### src/rtl/stop_supervisor_pkg.sv
// Notes on behaviour
// - group-one alarm stops as servo-off, per stop_mode_select; applied after restart.
// - group-two alarm: zero-speed stop then after-stop state; select 1 follows stop mode.
// - alarm2_stop_select honoured only in position and speed control.
// - force control uses stop_mode_select alone for group-two alarms.
// - hold time 20 to 1000 ms, default 20, takes effect at once.
// - interruption not beyond hold time keeps motor energised.
// - interruption beyond hold time removes motor power.
// - motor is energised again once main supply returns.
// - servo_ready drops when interruption exceeds hold time.
// - control supply loss acts as normal power-off, hold time ignored.
// - undervoltage alarm during interruption overrides ride-through.
// - max speed 1 to 100 x 100 mm/s, default 50, lowers overspeed threshold.
// - main DC undervoltage raises warning unless exec select is 0; output current then limited.
// - undervoltage_exec_select 1 means host alone limits, 2 drive alone, 0 neither warns nor limits.
// - servo-off stops by stop_mode_select, same meanings as group-one.
package stop_supervisor_pkg;
  localparam logic [31:0] CYCLES_PER_MS = 32'd100000;
  localparam int HOLD_MIN_MS = 20;
  localparam int HOLD_MAX_MS = 1000;
  localparam logic [9:0] HOLD_RESET = 10'd20;
  localparam logic [6:0] MAXSPD_MIN = 7'd1;
  localparam logic [6:0] MAXSPD_MAX = 7'd100;
  localparam logic [6:0] MAXSPD_RESET = 7'd50;
  // register byte offsets
  localparam logic [3:0] REG_CONFIG = 4'h0;
  localparam logic [3:0] REG_CONTROL = 4'h4;
  localparam logic [3:0] REG_STATUS = 4'h8;
  localparam logic [3:0] REG_IRQ_MASK = 4'hc;
  // config fields
  localparam int CFG_STOP_LSB = 0;
  localparam int CFG_A2SEL_BIT = 2;
  localparam int CFG_UVEXEC_LSB = 4;
  localparam int CFG_HOLD_LSB = 8;
  localparam int CFG_MAXSPD_LSB = 20;
  localparam logic [31:0] CFG_RESET = 32'h0320_1400;
  // control fields
  localparam int CTL_SERVO_ON_BIT = 0;
  localparam int CTL_RESTART_BIT = 1;
  // status / irq fields
  localparam int IRQ_TIMEOUT_BIT = 0;
  localparam int IRQ_UVWARN_BIT = 1;
  localparam int IRQ_ALARM_BIT = 2;
  localparam int IRQ_STOPPED_BIT = 3;
  localparam int IRQ_WIDTH = 4;
  localparam logic [1:0] STOP_DB_HOLD = 2'h0;
  localparam logic [1:0] STOP_DB_COAST = 2'h1;
  localparam logic [1:0] STOP_COAST = 2'h2;
  localparam logic [1:0] CTRL_POSITION = 2'h0;
  localparam logic [1:0] CTRL_SPEED = 2'h1;
  localparam logic [1:0] CTRL_FORCE = 2'h2;
  localparam logic [1:0] UV_NONE = 2'h0;
  localparam logic [1:0] UV_HOST = 2'h1;
  localparam logic [1:0] UV_DRIVE = 2'h2;
  typedef enum logic [2:0] {
    ST_OFF, ST_RUN, ST_ZERO_SPEED, ST_BRAKE, ST_COAST
  } stop_state_t;
endpackage

### src/rtl/pin_sync.sv
`timescale 1ns/10ps
// three-stage input filter, change accepted when stages two and three agree
module pin_sync #(
  parameter int WIDTH = 1
) (
  input wire logic clk_i,
  input wire logic rst_i,
  input wire logic [WIDTH-1:0] pin_i,
  output logic [WIDTH-1:0] level_o
);
  logic [WIDTH-1:0] s1_q;
  logic [WIDTH-1:0] s2_q;
  logic [WIDTH-1:0] s3_q;

  always_ff @(posedge clk_i) begin
    if (rst_i) begin
      s1_q <= '0;
      s2_q <= '0;
      s3_q <= '0;
      level_o <= '0;
    end else begin
      s1_q <= pin_i;
      s2_q <= s1_q;
      s3_q <= s2_q;
      for (int i = 0; i < WIDTH; i++) begin
        if (s2_q[i] == s3_q[i]) begin
          level_o[i] <= s3_q[i];
        end
      end
    end
  end
endmodule

### src/rtl/stop_supervisor.sv
// The Wishbone interface to the registers and the placing of the registers were left to the implementer.
`timescale 1ns/10ps
module stop_supervisor
  import stop_supervisor_pkg::*;
#(
  parameter logic [31:0] MS_CYCLES = CYCLES_PER_MS,
  parameter int SPEED_W = 16
) (
  // system
  input wire logic clk_i,
  input wire logic rst_i,
  // wishbone slave
  input wire logic cyc_i,
  input wire logic stb_i,
  input wire logic we_i,
  input wire logic [3:0] adr_i,
  input wire logic [3:0] sel_i,
  input wire logic [31:0] dat_i,
  output logic [31:0] dat_o,
  output logic ack_o,
  output logic err_o,
  // drive status pins, asynchronous
  input wire logic main_power_ok_i,
  input wire logic control_power_ok_i,
  input wire logic dc_undervoltage_i,
  input wire logic undervoltage_alarm_i,
  input wire logic alarm_group_one_i,
  input wire logic alarm_group_two_i,
  input wire logic motor_stopped_i,
  // same-clock inputs
  input wire logic servo_off_command_i,
  input wire logic [1:0] control_mode_i,
  input wire logic [SPEED_W-1:0] speed_i,
  // drive outputs
  output logic motor_power_o,
  output logic dynamic_brake_o,
  output logic zero_speed_o,
  output logic servo_ready_o,
  output logic undervoltage_warning_o,
  output logic force_limit_o,
  output logic overspeed_alarm_o,
  output logic irq_o
);

  ////////////////////////////////////////////////////////////////////////////
  // input synchronisers
  logic [6:0] pins;
  logic main_ok, ctl_ok, dc_uv, uv_alarm, alm1, alm2, stopped;

  pin_sync #(.WIDTH(7)) u_sync (
    .clk_i(clk_i),
    .rst_i(rst_i),
    .pin_i({!main_power_ok_i, !control_power_ok_i, dc_undervoltage_i,
      undervoltage_alarm_i, alarm_group_one_i, alarm_group_two_i,
      motor_stopped_i}),
    .level_o(pins)
  );
  // supplies filtered inverted, so reset reads them as present
  assign {main_ok, ctl_ok} = ~pins[6:5];
  assign {dc_uv, uv_alarm, alm1, alm2, stopped} = pins[4:0];

  ////////////////////////////////////////////////////////////////////////////
  // registers
  logic [31:0] cfg_q;
  logic [31:0] act_cfg_q;
  logic servo_on_q;
  logic [IRQ_WIDTH-1:0] status_q;
  logic [IRQ_WIDTH-1:0] mask_q;
  logic [IRQ_WIDTH-1:0] events;
  logic acc, wr, rd, hit;
  logic restart_req;

  function automatic logic [31:0] merge(input logic [31:0] old,
                                        input logic [31:0] nw,
                                        input logic [3:0] sel);
    logic [31:0] r;
    r = old;
    for (int b = 0; b < 4; b++) begin
      if (sel[b]) begin
        r[b*8 +: 8] = nw[b*8 +: 8];
      end
    end
    return r;
  endfunction

  assign acc = cyc_i && stb_i && !ack_o && !err_o;
  assign hit = (adr_i == REG_CONFIG) || (adr_i == REG_CONTROL) ||
    (adr_i == REG_STATUS) || (adr_i == REG_IRQ_MASK);
  assign wr = acc && we_i && hit;
  assign rd = acc && !we_i && hit;
  assign restart_req = wr && adr_i == REG_CONTROL && sel_i[0] &&
    dat_i[CTL_RESTART_BIT];

  always_ff @(posedge clk_i) begin
    if (rst_i) begin
      ack_o <= 1'b0;
      err_o <= 1'b0;
    end else begin
      ack_o <= acc && hit;
      err_o <= acc && !hit;
    end
  end

  // written settings; hold time clamped to its legal range
  logic [31:0] cfg_new;
  logic [9:0] hold_new;
  logic [6:0] spd_new;
  always_comb begin
    cfg_new = merge(cfg_q, dat_i, sel_i);
    hold_new = cfg_new[CFG_HOLD_LSB +: 10];
    spd_new = cfg_new[CFG_MAXSPD_LSB +: 7];
    if (hold_new < 10'(HOLD_MIN_MS)) begin
      hold_new = 10'(HOLD_MIN_MS);
    end else if (hold_new > 10'(HOLD_MAX_MS)) begin
      hold_new = 10'(HOLD_MAX_MS);
    end
    if (spd_new < MAXSPD_MIN) begin
      spd_new = MAXSPD_MIN;
    end else if (spd_new > MAXSPD_MAX) begin
      spd_new = MAXSPD_MAX;
    end
    cfg_new[CFG_HOLD_LSB +: 10] = hold_new;
    cfg_new[CFG_MAXSPD_LSB +: 7] = spd_new;
  end

  always_ff @(posedge clk_i) begin
    if (rst_i) begin
      cfg_q <= CFG_RESET;
    end else if (wr && adr_i == REG_CONFIG) begin
      cfg_q <= cfg_new;
    end
  end

  // restart-applied copy of settings
  always_ff @(posedge clk_i) begin
    if (rst_i) begin
      act_cfg_q <= CFG_RESET;
    end else if (restart_req) begin
      act_cfg_q <= cfg_q;
    end
  end

  always_ff @(posedge clk_i) begin
    if (rst_i) begin
      servo_on_q <= 1'b0;
    end else if (servo_off_command_i) begin
      servo_on_q <= 1'b0;
    end else if (wr && adr_i == REG_CONTROL && sel_i[0]) begin
      servo_on_q <= dat_i[CTL_SERVO_ON_BIT];
    end
  end

  always_ff @(posedge clk_i) begin
    if (rst_i) begin
      mask_q <= '0;
    end else if (wr && adr_i == REG_IRQ_MASK && sel_i[0]) begin
      mask_q <= dat_i[IRQ_WIDTH-1:0];
    end
  end

  // sticky status, read clears, a new event wins over the clear
  always_ff @(posedge clk_i) begin
    if (rst_i) begin
      status_q <= '0;
    end else if (rd && adr_i == REG_STATUS) begin
      status_q <= events;
    end else begin
      status_q <= status_q | events;
    end
  end

  always_ff @(posedge clk_i) begin
    if (rst_i) begin
      irq_o <= 1'b0;
    end else begin
      irq_o <= |(status_q & mask_q);
    end
  end

  ////////////////////////////////////////////////////////////////////////////
  // power interruption timing
  logic [31:0] ms_cnt_q;
  logic [9:0] out_ms_q;
  logic timed_out_q;
  logic [1:0] stop_sel, uv_sel;
  logic a2_sel;
  logic [9:0] hold_ms;
  logic [6:0] max_spd;

  assign stop_sel = act_cfg_q[CFG_STOP_LSB +: 2];
  assign a2_sel = act_cfg_q[CFG_A2SEL_BIT];
  assign uv_sel = act_cfg_q[CFG_UVEXEC_LSB +: 2];
  assign max_spd = act_cfg_q[CFG_MAXSPD_LSB +: 7];
  assign hold_ms = cfg_q[CFG_HOLD_LSB +: 10];

  always_ff @(posedge clk_i) begin
    if (rst_i || main_ok) begin
      ms_cnt_q <= '0;
      out_ms_q <= '0;
    end else if (ms_cnt_q == MS_CYCLES - 32'd1) begin
      ms_cnt_q <= '0;
      if (out_ms_q != 10'h3ff) begin
        out_ms_q <= out_ms_q + 10'd1;
      end
    end else begin
      ms_cnt_q <= ms_cnt_q + 32'd1;
    end
  end

  // outage beyond hold, or control loss or undervoltage alarm
  always_ff @(posedge clk_i) begin
    if (rst_i) begin
      timed_out_q <= 1'b0;
    end else if (main_ok && ctl_ok && !uv_alarm) begin
      timed_out_q <= 1'b0;
    end else if (!ctl_ok) begin
      timed_out_q <= 1'b1;
    end else if (uv_alarm && !main_ok) begin
      timed_out_q <= 1'b1;
    end else if (out_ms_q > hold_ms) begin
      timed_out_q <= 1'b1;
    end
  end

  ////////////////////////////////////////////////////////////////////////////
  // stop sequencer
  stop_state_t state_q;
  logic a2_zero;

  // group-two zero-speed only outside force control
  assign a2_zero = !a2_sel && control_mode_i != CTRL_FORCE;

  function automatic stop_state_t direct_stop(input logic [1:0] sel);
    return (sel == STOP_COAST) ? ST_COAST : ST_BRAKE;
  endfunction

  always_ff @(posedge clk_i) begin
    if (rst_i) begin
      state_q <= ST_OFF;
    end else begin
      unique case (state_q)
        ST_OFF: begin
          if (servo_on_q && !timed_out_q && !alm1 && !alm2) begin
            state_q <= ST_RUN;
          end
        end
        ST_RUN: begin
          if (alm1 || !servo_on_q) begin
            state_q <= direct_stop(stop_sel);
          end else if (alm2) begin
            state_q <= a2_zero ? ST_ZERO_SPEED :
              direct_stop(stop_sel);
          end
          // interruption within hold time keeps running
        end
        ST_ZERO_SPEED: begin
          if (alm1 || !servo_on_q) begin
            state_q <= direct_stop(stop_sel);
          end else if (stopped) begin
            state_q <= (stop_sel == STOP_DB_HOLD) ? ST_BRAKE :
              ST_COAST;
          end
        end
        ST_BRAKE: begin
          if (stop_sel != STOP_DB_HOLD && stopped) begin
            state_q <= ST_COAST;
          end
        end
        ST_COAST: begin
          if (!alm1 && !alm2 && !servo_on_q) begin
            state_q <= ST_OFF;
          end
        end
        default: state_q <= ST_OFF;
      endcase
    end
  end

  always_ff @(posedge clk_i) begin
    if (rst_i) begin
      motor_power_o <= 1'b0;
      zero_speed_o <= 1'b0;
      dynamic_brake_o <= 1'b0;
    end else begin
      motor_power_o <= (state_q == ST_RUN || state_q == ST_ZERO_SPEED) &&
        !timed_out_q && servo_on_q && !servo_off_command_i;
      zero_speed_o <= state_q == ST_ZERO_SPEED;
      dynamic_brake_o <= state_q == ST_BRAKE ||
        (state_q == ST_RUN && timed_out_q);
    end
  end

  always_ff @(posedge clk_i) begin
    if (rst_i) begin
      servo_ready_o <= 1'b0;
    end else begin
      servo_ready_o <= !timed_out_q && ctl_ok &&
        !alm1 && !alm2;
    end
  end

  ////////////////////////////////////////////////////////////////////////////
  // undervoltage warning and force limit
  always_ff @(posedge clk_i) begin
    if (rst_i) begin
      undervoltage_warning_o <= 1'b0;
      force_limit_o <= 1'b0;
    end else begin
      undervoltage_warning_o <= dc_uv && uv_sel != UV_NONE;
      // host mode relies on host limiting
      force_limit_o <= dc_uv && uv_sel == UV_DRIVE;
    end
  end

  // overspeed threshold is max speed times 100, in speed_i units
  logic [SPEED_W+6:0] spd_limit;
  assign spd_limit = (SPEED_W+7)'(max_spd) * (SPEED_W+7)'(100);
  always_ff @(posedge clk_i) begin
    if (rst_i) begin
      overspeed_alarm_o <= 1'b0;
    end else begin
      overspeed_alarm_o <= (SPEED_W+7)'(speed_i) > spd_limit;
    end
  end

  assign events = {IRQ_WIDTH{1'b0}} |
    (IRQ_WIDTH'(timed_out_q && !servo_ready_o) << IRQ_TIMEOUT_BIT) |
    (IRQ_WIDTH'(dc_uv && !undervoltage_warning_o) << IRQ_UVWARN_BIT) |
    (IRQ_WIDTH'(alm1 || alm2) << IRQ_ALARM_BIT) |
    (IRQ_WIDTH'(state_q == ST_ZERO_SPEED && stopped) << IRQ_STOPPED_BIT);

  ////////////////////////////////////////////////////////////////////////////
  // read data
  always_ff @(posedge clk_i) begin
    if (rst_i) begin
      dat_o <= '0;
    end else if (rd) begin
      unique case (adr_i)
        REG_CONFIG: dat_o <= cfg_q;
        REG_CONTROL: dat_o <= {30'h0, 1'b0, servo_on_q};
        REG_STATUS: dat_o <= {28'h0, status_q};
        default: dat_o <= {28'h0, mask_q};
      endcase
    end
  end
endmodule

### config.mk
export PLATFORM = sky130hd
export DESIGN_NAME = stop_supervisor
export DESIGN_NICKNAME = d
export VERILOG_FILES = /design/src/rtl/stop_supervisor_pkg.sv /design/src/rtl/pin_sync.sv /design/src/rtl/stop_supervisor.sv
export SDC_FILE = /design/constraint.sdc
export NUM_CORES = 1
export LEC_CHECK = 0
export ABC_AREA = 1
export ABC_CLOCK_PERIOD_IN_PS = 4000
export BUFFER_PORTS_ARGS = -buffer_cell sky130_fd_sc_hd__buf_2
export CAP_MARGIN = 40
export CELL_PAD_IN_SITES_DETAIL_PLACEMENT = 0
export CELL_PAD_IN_SITES_GLOBAL_PLACEMENT = 1
export CORE_MARGIN = 2
export CORE_UTILIZATION = 35
export CTS_BUF_LIST = sky130_fd_sc_hd__clkbuf_2
export CTS_CLUSTER_DIAMETER = 80
export DETAILED_ROUTE_END_ITERATION = 8
export PLACE_DENSITY_LB_ADDON = 0.05
export SETUP_SLACK_MARGIN = 0.15
export SYNTH_ARGS = -nofsm -noshare
export SYNTH_HDL_FRONTEND = slang
export SYNTH_SLANG_ARGS = --single-unit
### constraint.sdc
create_clock -name clk_i -period 4 [get_ports clk_i]
set_input_delay 0.6 -clock clk_i [delete_from_list [all_inputs] [get_ports clk_i]]
set_output_delay 0.6 -clock clk_i [all_outputs]
set_load 0.005 [all_outputs]
Yosys cells after proc, flatten, opt, wreduce, memory -nomap -nowiden. Cells that the tools add are included. Widths: inputs -> output; s select.

$add $sub $neg: 2. $mul: 1. $lt $le $gt $ge: 6. Equality and inequality tests: 25. Mux-type cells: 23. Bitwise operators: 6. Reductions and logical operators: 76.

Operators by type and width (number): $pmux 32 s3 (1); $logic_and 1x1->1 (38); $mux 3 (11); $add 32x1->32 const B (1); $eq 32x17->1 const B (1); $mux 10 (2); $gt 16x14->1 (1); $logic_not 1->1 (16); $mux 8 (2); $pmux 3 s5 (1); $mux 7 (2); $mul 7x5->12 const B (1); $add 10x1->10 const B (1); $gt 10x10->1 (1); $gt 10x10->1 const B (1); $lt 10x5->1 const B (1); $ne 10x10->1 const B (1); $eq 4x4->1 const B (2); $logic_or 1x1->1 (8); $ne 2x2->1 const B (4); $reduce_and 2->1 (4); $eq 1x1->1 (7); $gt 7x7->1 const B (1); $lt 7x1->1 const B (1); 22 further kinds (30).

Bits in registers: 184. Input port bits: 71. Logic and storage cells: 172.

Logic depth before layout (Yosys ltp). Gate-level depths: netlist of run 1.

Depth after elaboration: 8. Gate-level depth with buffers: 17. Gate-level depth less buffers: 17.

Cells and area by module. Synthesis of run 1 repeated with hierarchy kept, for this count alone.

Cells, all modules: 1223. Area total of the unflattened synthesis: 8563.2 um^2.

Modules (own cells, without submodules): stop_supervisor (times used 1, cells each 1129, area each 7722.4 um^2); pin_sync (times used 1, cells each 94, area each 840.8 um^2).

Least setup slack after synthesis of run 1. OpenSTA, ideal clock, no wires.

Path kind: reg-to-reg. Start: reg act_cfg_q[22]. End: reg overspeed_alarm_o. Library setup time: 117 ps. Arrival time: 2974 ps. Required time: 3883 ps. Slack: 908 ps. Stages on the path, launching flop included: 18. Path buffers: 0. Period minus slack after synthesis: 3092 ps. Path through: dfxtp_1 -> ha_1 -> ha_1 -> fa_1 -> ha_1 -> nand2_1 -> o21ai_0 -> nand2_1 -> a21boi_0 -> nor2_1 -> nand2_1 -> nand2_1 -> ha_1 -> nand3_1 -> nor2_1 -> nand2_1 -> nand2_1 -> a21oi_1.

Cells in the longest elaborated chain, start to end: 2.

RTL lines: from (decl) (line stop_supervisor.sv:65) `logic [31:0] act_cfg_q;`; from (signal assigned) (line stop_supervisor.sv:139) `act_cfg_q <= cfg_q;`; $mul 7x5->12 (line stop_supervisor.sv:317) `assign spd_limit = (SPEED_W+7)'(max_spd) * (SPEED_W+7)'(100);`; $gt 16x14->1 (line stop_supervisor.sv:322) `overspeed_alarm_o <= (SPEED_W+7)'(speed_i) > spd_limit;`; to (signal assigned) (line stop_supervisor.sv:322); to (decl) (line stop_supervisor.sv:41) `output logic overspeed_alarm_o,`.

No other way between the ends. A chain may end at the register's enable or synchronous reset.

Final worst setup path of run 1.
Start: reg act_cfg_q[23]. End: reg overspeed_alarm_o.

Same word-level chain as after synthesis.

==> results.yml, run 1 <==
status:
  status: "complete, no violations"
setup_path:
  critPathMaxFanout: 4
  crit_type: "flip-flop to flip-flop"
  critPathMaxStageDelay_ps: 470
  cp_common_cell: "nand2_1"
  worstPathCellList: "ha_1 -> ha_1 -> fa_1 -> ha_1 -> nand2_1 -> o21ai_0 -> nand2_1 -> a21boi_0 -> nor2_1 -> nand2_1 -> nand2_1 -> ha_1 -> nand3_1 -> nor2_1 -> nand2_1 -> a21oi_1"
  cp_slowest_cell: "fa_1"
  end_kind: "flip-flop"
  arrival_ps: 4120
  critical_path.top_delay_family: "adder cells"
  critPathLaunchType: "flip-flop"
  cp.required_ps: 4680
  worst-path-buf-inv: 0
synth:
  synth-async-reset-ratio_pct: 0
  yosys-top-cells-area: "dfxtp_1 (40%), nand2_1 (14%), nor2_1 (7.7%)"
  synth_cell_types: 40
  yosysMostFrequentCell: "nand2_1"
  syn_area_um2: 8540
  synth_top_cell_area_share_pct: 39.6
  ys_seq_area_share_pct: 39.6
  synthesis.nets: 1361
  yosysTopAreaCell: "dfxtp_1"
  synth_edf_count: 0
  syn_avg_cell_area_um2: 6.90
  synth-seq-cells: 169
  syn_inst: 1238
  ys_warn_count: 0
  netlist_top_cells_count: "nand2_1 (326), nor2_1 (175), dfxtp_1 (169)"
  synth_top_flop_cell: "dfxtp_1"
detailed_routing:
  viasPerCell: 4.68
  vias: 7899
  drc_errors: 0
  wirelength_um: 23000
  wl_per_cell_um: 13.6
  antenna_left: 0
  drt_pass1_iterations: 5
  drt_iter0_markers: 503
global_route:
  antenna_found_initial: 1
  grt_pass1_vias: 7583
  overflow: 0
  track_usage_pct: 18.5
  grt_max_degree: 48
  grt_pass1_wl_um: 38500
timing:
  fin_crit_ps: 3440
  slew_viol_final: 0
  setup_viol: 0
  tightest_slew_ps: 801
  fin_tns_setup_ps: 0
  hold_violations: 0
  fin_skew_ps: 38.7
  slew_headroom_pct: 46.5
  fin_crit_sh_pct: 85.9
  rsz0062_at_grt: "false"
  max_clock_freq_mhz: 291
power:
  power_w: 0.00282
  peakVddDrop_uv: 128
  power_density_nw_per_um2: 289
  leakage_nw: 4.12
floorplanning:
  fp.coreArea_um2: 24100
  io-pin-count: 113
  num_rows: 57
  initial_core_util_pct: 35.4
  dieArea_um2: 25700
  fp.dieH_um: 160
  die_w_um: 160
final_layout:
  fin_nets: 1474
  final_core_util_pct: 40.4
  fin_cells: 1689
  final_cell_area_um2: 9750
  drive_above_1_share_pct: 12.6
  syn2layout_area_growth_pct: 14.1
place:
  gp_congestion: 0.818
  dp_hpwl_um: 17100
  dp.cells: 1642
  placed_cell_area_um2: 9380
  port_buffers: 112
min_path:
  hold_path_class: "input pin to flip-flop"
clock_tree:
  cts_buffer_depth: 2
  post-cts-setup-buffers: 0
  clkSlewWorstSetupHoldPaths_ps: 270
  tritoncts: "built"
  htree_levels: 4
  cts_root_buf: "clkbuf_2"
  cts_buffers: 17
  cts.sinks: 169
  clk_latency_ps: 740
run:
  cap_violations: 0
-- through the flow --
step	setup slack, ps	hold slack, ps
finish	564	95.5
global route	258	0.423
floorplan	908	388
global placement	613	399
detailed placement	580	405
CTS	534	7.12
-- cell usage in the layout, fill, tap and decap left out, drive strengths merged, types with 10 or more instances in the layout --
master / netlist / routed
a21oi: 116 / 116
buf: 17 / 118
clkbuf: 21 / 17
dfxtp: 169 / 169
dlygate4sd3: 0 / 14
ha: 50 / 50
inv: 139 / 146
nand2: 327 / 327
nand3: 98 / 98
nand3b: 11 / 11
nand4: 10 / 10
nor2: 179 / 179
nor3: 18 / 18
o21ai: 39 / 39
xor2: 16 / 16
-- layer usage --
metal	part of all wire, %	global-route usage [%]	up-vias
met2	45	30.7	110
met1	51	25.1	3570
met5	0	0	-
met4	1.4	4.63	0
met3	2.8	3.14	21
li1	-	-	4198
-- cells by family after synthesis --
| logic type | synth area share (%) |
|---|---|
| fa+ha+maj | 7.79 |
| simple gates | 32.0 |
| compound gates | 10.4 |
| xor+xnor | 2.05 |
| buf+inv | 8.11 |
| flops | 39.6 |
-- worst paths after layout --
| kind | startpoint | endpoint | slack [ps] | cells past startpoint |
|---|---|---|---|---|
| max | act_cfg_q[23]$_SDFFE_PP0P_ | overspeed_alarm_o$_SDFF_PP0_ | 560 | 16 |
| min | dat_i[27] | cfg_q[27]$_SDFFE_PP0P_ | 100 | 3 |
| max reg2reg | act_cfg_q[23]$_SDFFE_PP0P_ | overspeed_alarm_o$_SDFF_PP0_ | 560 | 16 |
| min reg2reg | u_sync.s1_q[0]$_SDFF_PP0_ | u_sync.s2_q[0]$_SDFF_PP0_ | 410 | 2 |
-- layout make-up --
class | count | area, um^2
multi-input combinational | 892 | 4470
clock inverter | 15 | 140
fill | 2725 | 14400
clock buffer | 17 | 85.1
sequential | 169 | 3380
tap | 324 | 405
timing repair buffer | 132 | 746
antenna | 1 | 2.50
inverter | 139 | 522
-- state kept, by name (all words and copies together) (netlist names), 3 cells and up --
signal / flops
dat_o: 32
cfg_q: 32
u_sync.s3_q: 7
ms_cnt_q: 32
u_sync.s2_q: 7
mask_q: 4
u_sync.s1_q: 7
u_sync.level_o: 7
out_ms_q: 10
state_q: 3
status_q: 4
act_cfg_q: 12
-- tightest hold or removal path: cells and delay by family --
kind	cells	cell delay [ps]
AOI/OAI and AO/OA	1	60
and+or+nand+nor	1	70
buffers and inverters	1	100
-- report_power, final --
part	total (W)	internal [W]	switching (W)	leakage [nW]
sequential	0.00171	0.00170	0.00000948	1.37
combinational	0.000179	0.0000709	0.000108	2.61
clock	0.000924	0.000242	0.000681	0.146
-- what timing repair did --
action,4_1_cts,5_1_grt
hold buffers,14,0
hold endpoints to repair,13,0
gates resized for setup,0,0
Note: power is estimated with default switching activity, not from simulation.
==> inputs of run 2 (changes only) <==
GPL_TIMING_DRIVEN = 1   (was default)
PLACE_DENSITY_LB_ADDON = 0.1   (was 0.05)
==> run 2 against run 1 <==
Non-clock buffer count is the same. Power shrank 1.8%. Sequential share of layout area is essentially flat. Clock power shrank 5.4%. First-iteration DRC count shrank 18%. Fmax grew 1.1%. Global-route usage shrank 0.29 points. Clock skew grew 14 ps. Wire length shrank 0.17%.
==> results.yml, run 2 (synthesis results as in run 1) <==
status:
  status: "complete, no violations"
floorplanning:
  initial_core_util_pct: 35.4
  fp.dieH_um: 160
  io-pin-count: 113
  die_w_um: 160
  dieArea_um2: 25700
  num_rows: 57
  fp.coreArea_um2: 24100
place:
  dp_slack_ps: 587
  dp_hpwl_um: 17000
  gp_congestion: 0.802
  dp.cells: 1641
  port_buffers: 112
detailed_routing:
  vias: 7840
  wirelength_um: 23000
  antenna_left: 0
  viasPerCell: 4.64
  wl_per_cell_um: 13.6
  drc_errors: 0
  drt_iter0_markers: 412
  drt_pass1_iterations: 5
clock_tree:
  cts_root_buf: "clkbuf_2"
  cts_buffers: 17
  htree_levels: 4
  clk_latency_ps: 750
  cts.sinks: 169
  tritoncts: "built"
  cts_buffer_depth: 2
  clkSlewWorstSetupHoldPaths_ps: 270
final_layout:
  drive_above_1_share_pct: 12.4
  layout_common_cells: "nand2_1 (326), nor2_1 (175), dfxtp_1 (169)"
  largest_registers: "cfg_q (32), dat_o (32), ms_cnt_q (32)"
  fin_cells: 1689
  syn2layout_area_growth_pct: 14.1
  final_common_cell: "nand2_1"
  fin_nets: 1474
setup_path:
  end_kind: "flip-flop"
  r2r_cells: 17
  r2r_slack_ps: 600
  worstReg2RegStart: "act_cfg_q[23]$_SDFFE_PP0P_"
  crit_type: "flip-flop to flip-flop"
  reg2reg_to: "overspeed_alarm_o$_SDFF_PP0_"
  arrival_ps: 4040
  cp.required_ps: 4640
  critPathMaxFanout: 4
  critPathLaunchType: "flip-flop"
global_route:
  antenna_found_initial: 1
  grt_pass1_wl_um: 37700
  grt_max_degree: 72
  overflow: 0
  grt_pass1_vias: 7326
  track_usage_pct: 18.2
power:
  pwr-share-comb_pct: 6.5
  sw_frac_of_total_pct: 27.4
  peakVddDrop_uv: 120
  p_seq_share_pct: 61.9
  power.net_switching_w: 0.000758
  leakage_nw: 4.10
  p_int_w: 0.00201
  power_density_nw_per_um2: 284
  clockPowerShare_pct: 31.6
timing:
  rsz0062_at_grt: "false"
  tightest_slew_ps: 789
  fin_crit_ps: 3400
  fin_tns_setup_ps: 0
  fin_skew_ps: 52.7
  hold_violations: 0
  setup_slack_ps: 603
  max_clock_freq_mhz: 294
  worst_hold_slack_ps: 86.3
  slew_viol_final: 0
  fin_crit_sh_pct: 84.9
  slew_headroom_pct: 47.4
  setup_viol: 0
min_path:
  hold_depth: 3
  worst_hold_path.endpoint: "mask_q[0]$_SDFFE_PP0P_"
  hold_path_class: "input pin to flip-flop"
  min-delay-start: "dat_i[0]"
run:
  cap_violations: 0
-- run 2: cell types whose count changed in the layout (fill, tap and decap cells not counted) --
cell           change
buf_2              -1
clkbuf_2           +2
clkinv_1           +2
clkinv_2           -4
clkinvlp_4         +4
dlygate4sd3_1      +1
inv_6              -3
inv_8              -1
-- run 2: metrics by stage --
step           power, W  area [um^2]  utilization [%]
5_1_grt         0.00290         9750             40.4
6_report        0.00277         9750             40.4
3_5_place_dp    0.00192         9380             38.9
3_3_place_gp    0.00192         9380             38.9
4_1_cts         0.00282         9720             40.3
2_1_floorplan   0.00184         8540                -
-- run 2: cell type report --
type | count | area [um^2]
fill | 2697 | 14400
multi-input combinational | 892 | 4470
sequential | 169 | 3380
timing repair buffer | 132 | 751
inverter | 139 | 522
tap | 324 | 405
clock inverter | 13 | 120
clock buffer | 19 | 95.1
antenna | 1 | 2.50
-- run 2: per-layer routing --
| metal | track usage, % | wire (um) | share of wire [%] | vias to the layer above |
|---|---|---|---|---|
| li1 | - | - | - | 4202 |
| met1 | 24.4 | 11400 | 50 | 3510 |
| met2 | 31.0 | 10800 | 47 | 112 |
| met3 | 2.88 | 678 | 3.0 | 16 |
| met4 | 3.89 | 151 | 0.66 | 0 |
| met5 | 0 | 0 | 0 | - |
-- run 2: critical path, cell delays in order (launching register included) --
cell and delay [ps]:
dfxtp_1 460, ha_1 260, ha_1 310, fa_1 460, ha_1 360, nand2_1 60, o21ai_0 250, nand2_1 80
a21boi_0 240, nor2_1 60, nand2_1 60, nand2_1 50, ha_1 270, nand3_1 90, nor2_1 130, nand2_1 70
nand2_1 60, a21oi_1 40
-- run 2: power groups by stage --
stage                     registers (W)  logic [W]  clock network (W)
final                           0.00171   0.000180           0.000874
after floorplan                 0.00174  0.0000992                  0
after CTS                       0.00171   0.000181           0.000924
after global routing            0.00172   0.000205           0.000982
after global placement          0.00174   0.000171                  0
after detailed placement        0.00174   0.000171                  0
-- run 2: what timing repair did --
action                    CTS  global route
hold buffers               13             2
resized for setup           0             0
hold endpoints to repair   13             2
setup buffers               0             0
-- run 2: worst max-delay path by stage --
| stage | startpoint | to | slack [ps] |
|---|---|---|---|
| floorplan | act_cfg_q[22]$_SDFFE_PP0P_ | overspeed_alarm_o$_SDFF_PP0_ | 910 |
| global placement | act_cfg_q[23]$_SDFFE_PP0P_ | overspeed_alarm_o$_SDFF_PP0_ | 630 |
| detailed placement | act_cfg_q[23]$_SDFFE_PP0P_ | overspeed_alarm_o$_SDFF_PP0_ | 590 |
| CTS | act_cfg_q[23]$_SDFFE_PP0P_ | overspeed_alarm_o$_SDFF_PP0_ | 560 |
| global route | act_cfg_q[23]$_SDFFE_PP0P_ | overspeed_alarm_o$_SDFF_PP0_ | 270 |
| finish | act_cfg_q[23]$_SDFFE_PP0P_ | overspeed_alarm_o$_SDFF_PP0_ | 600 |
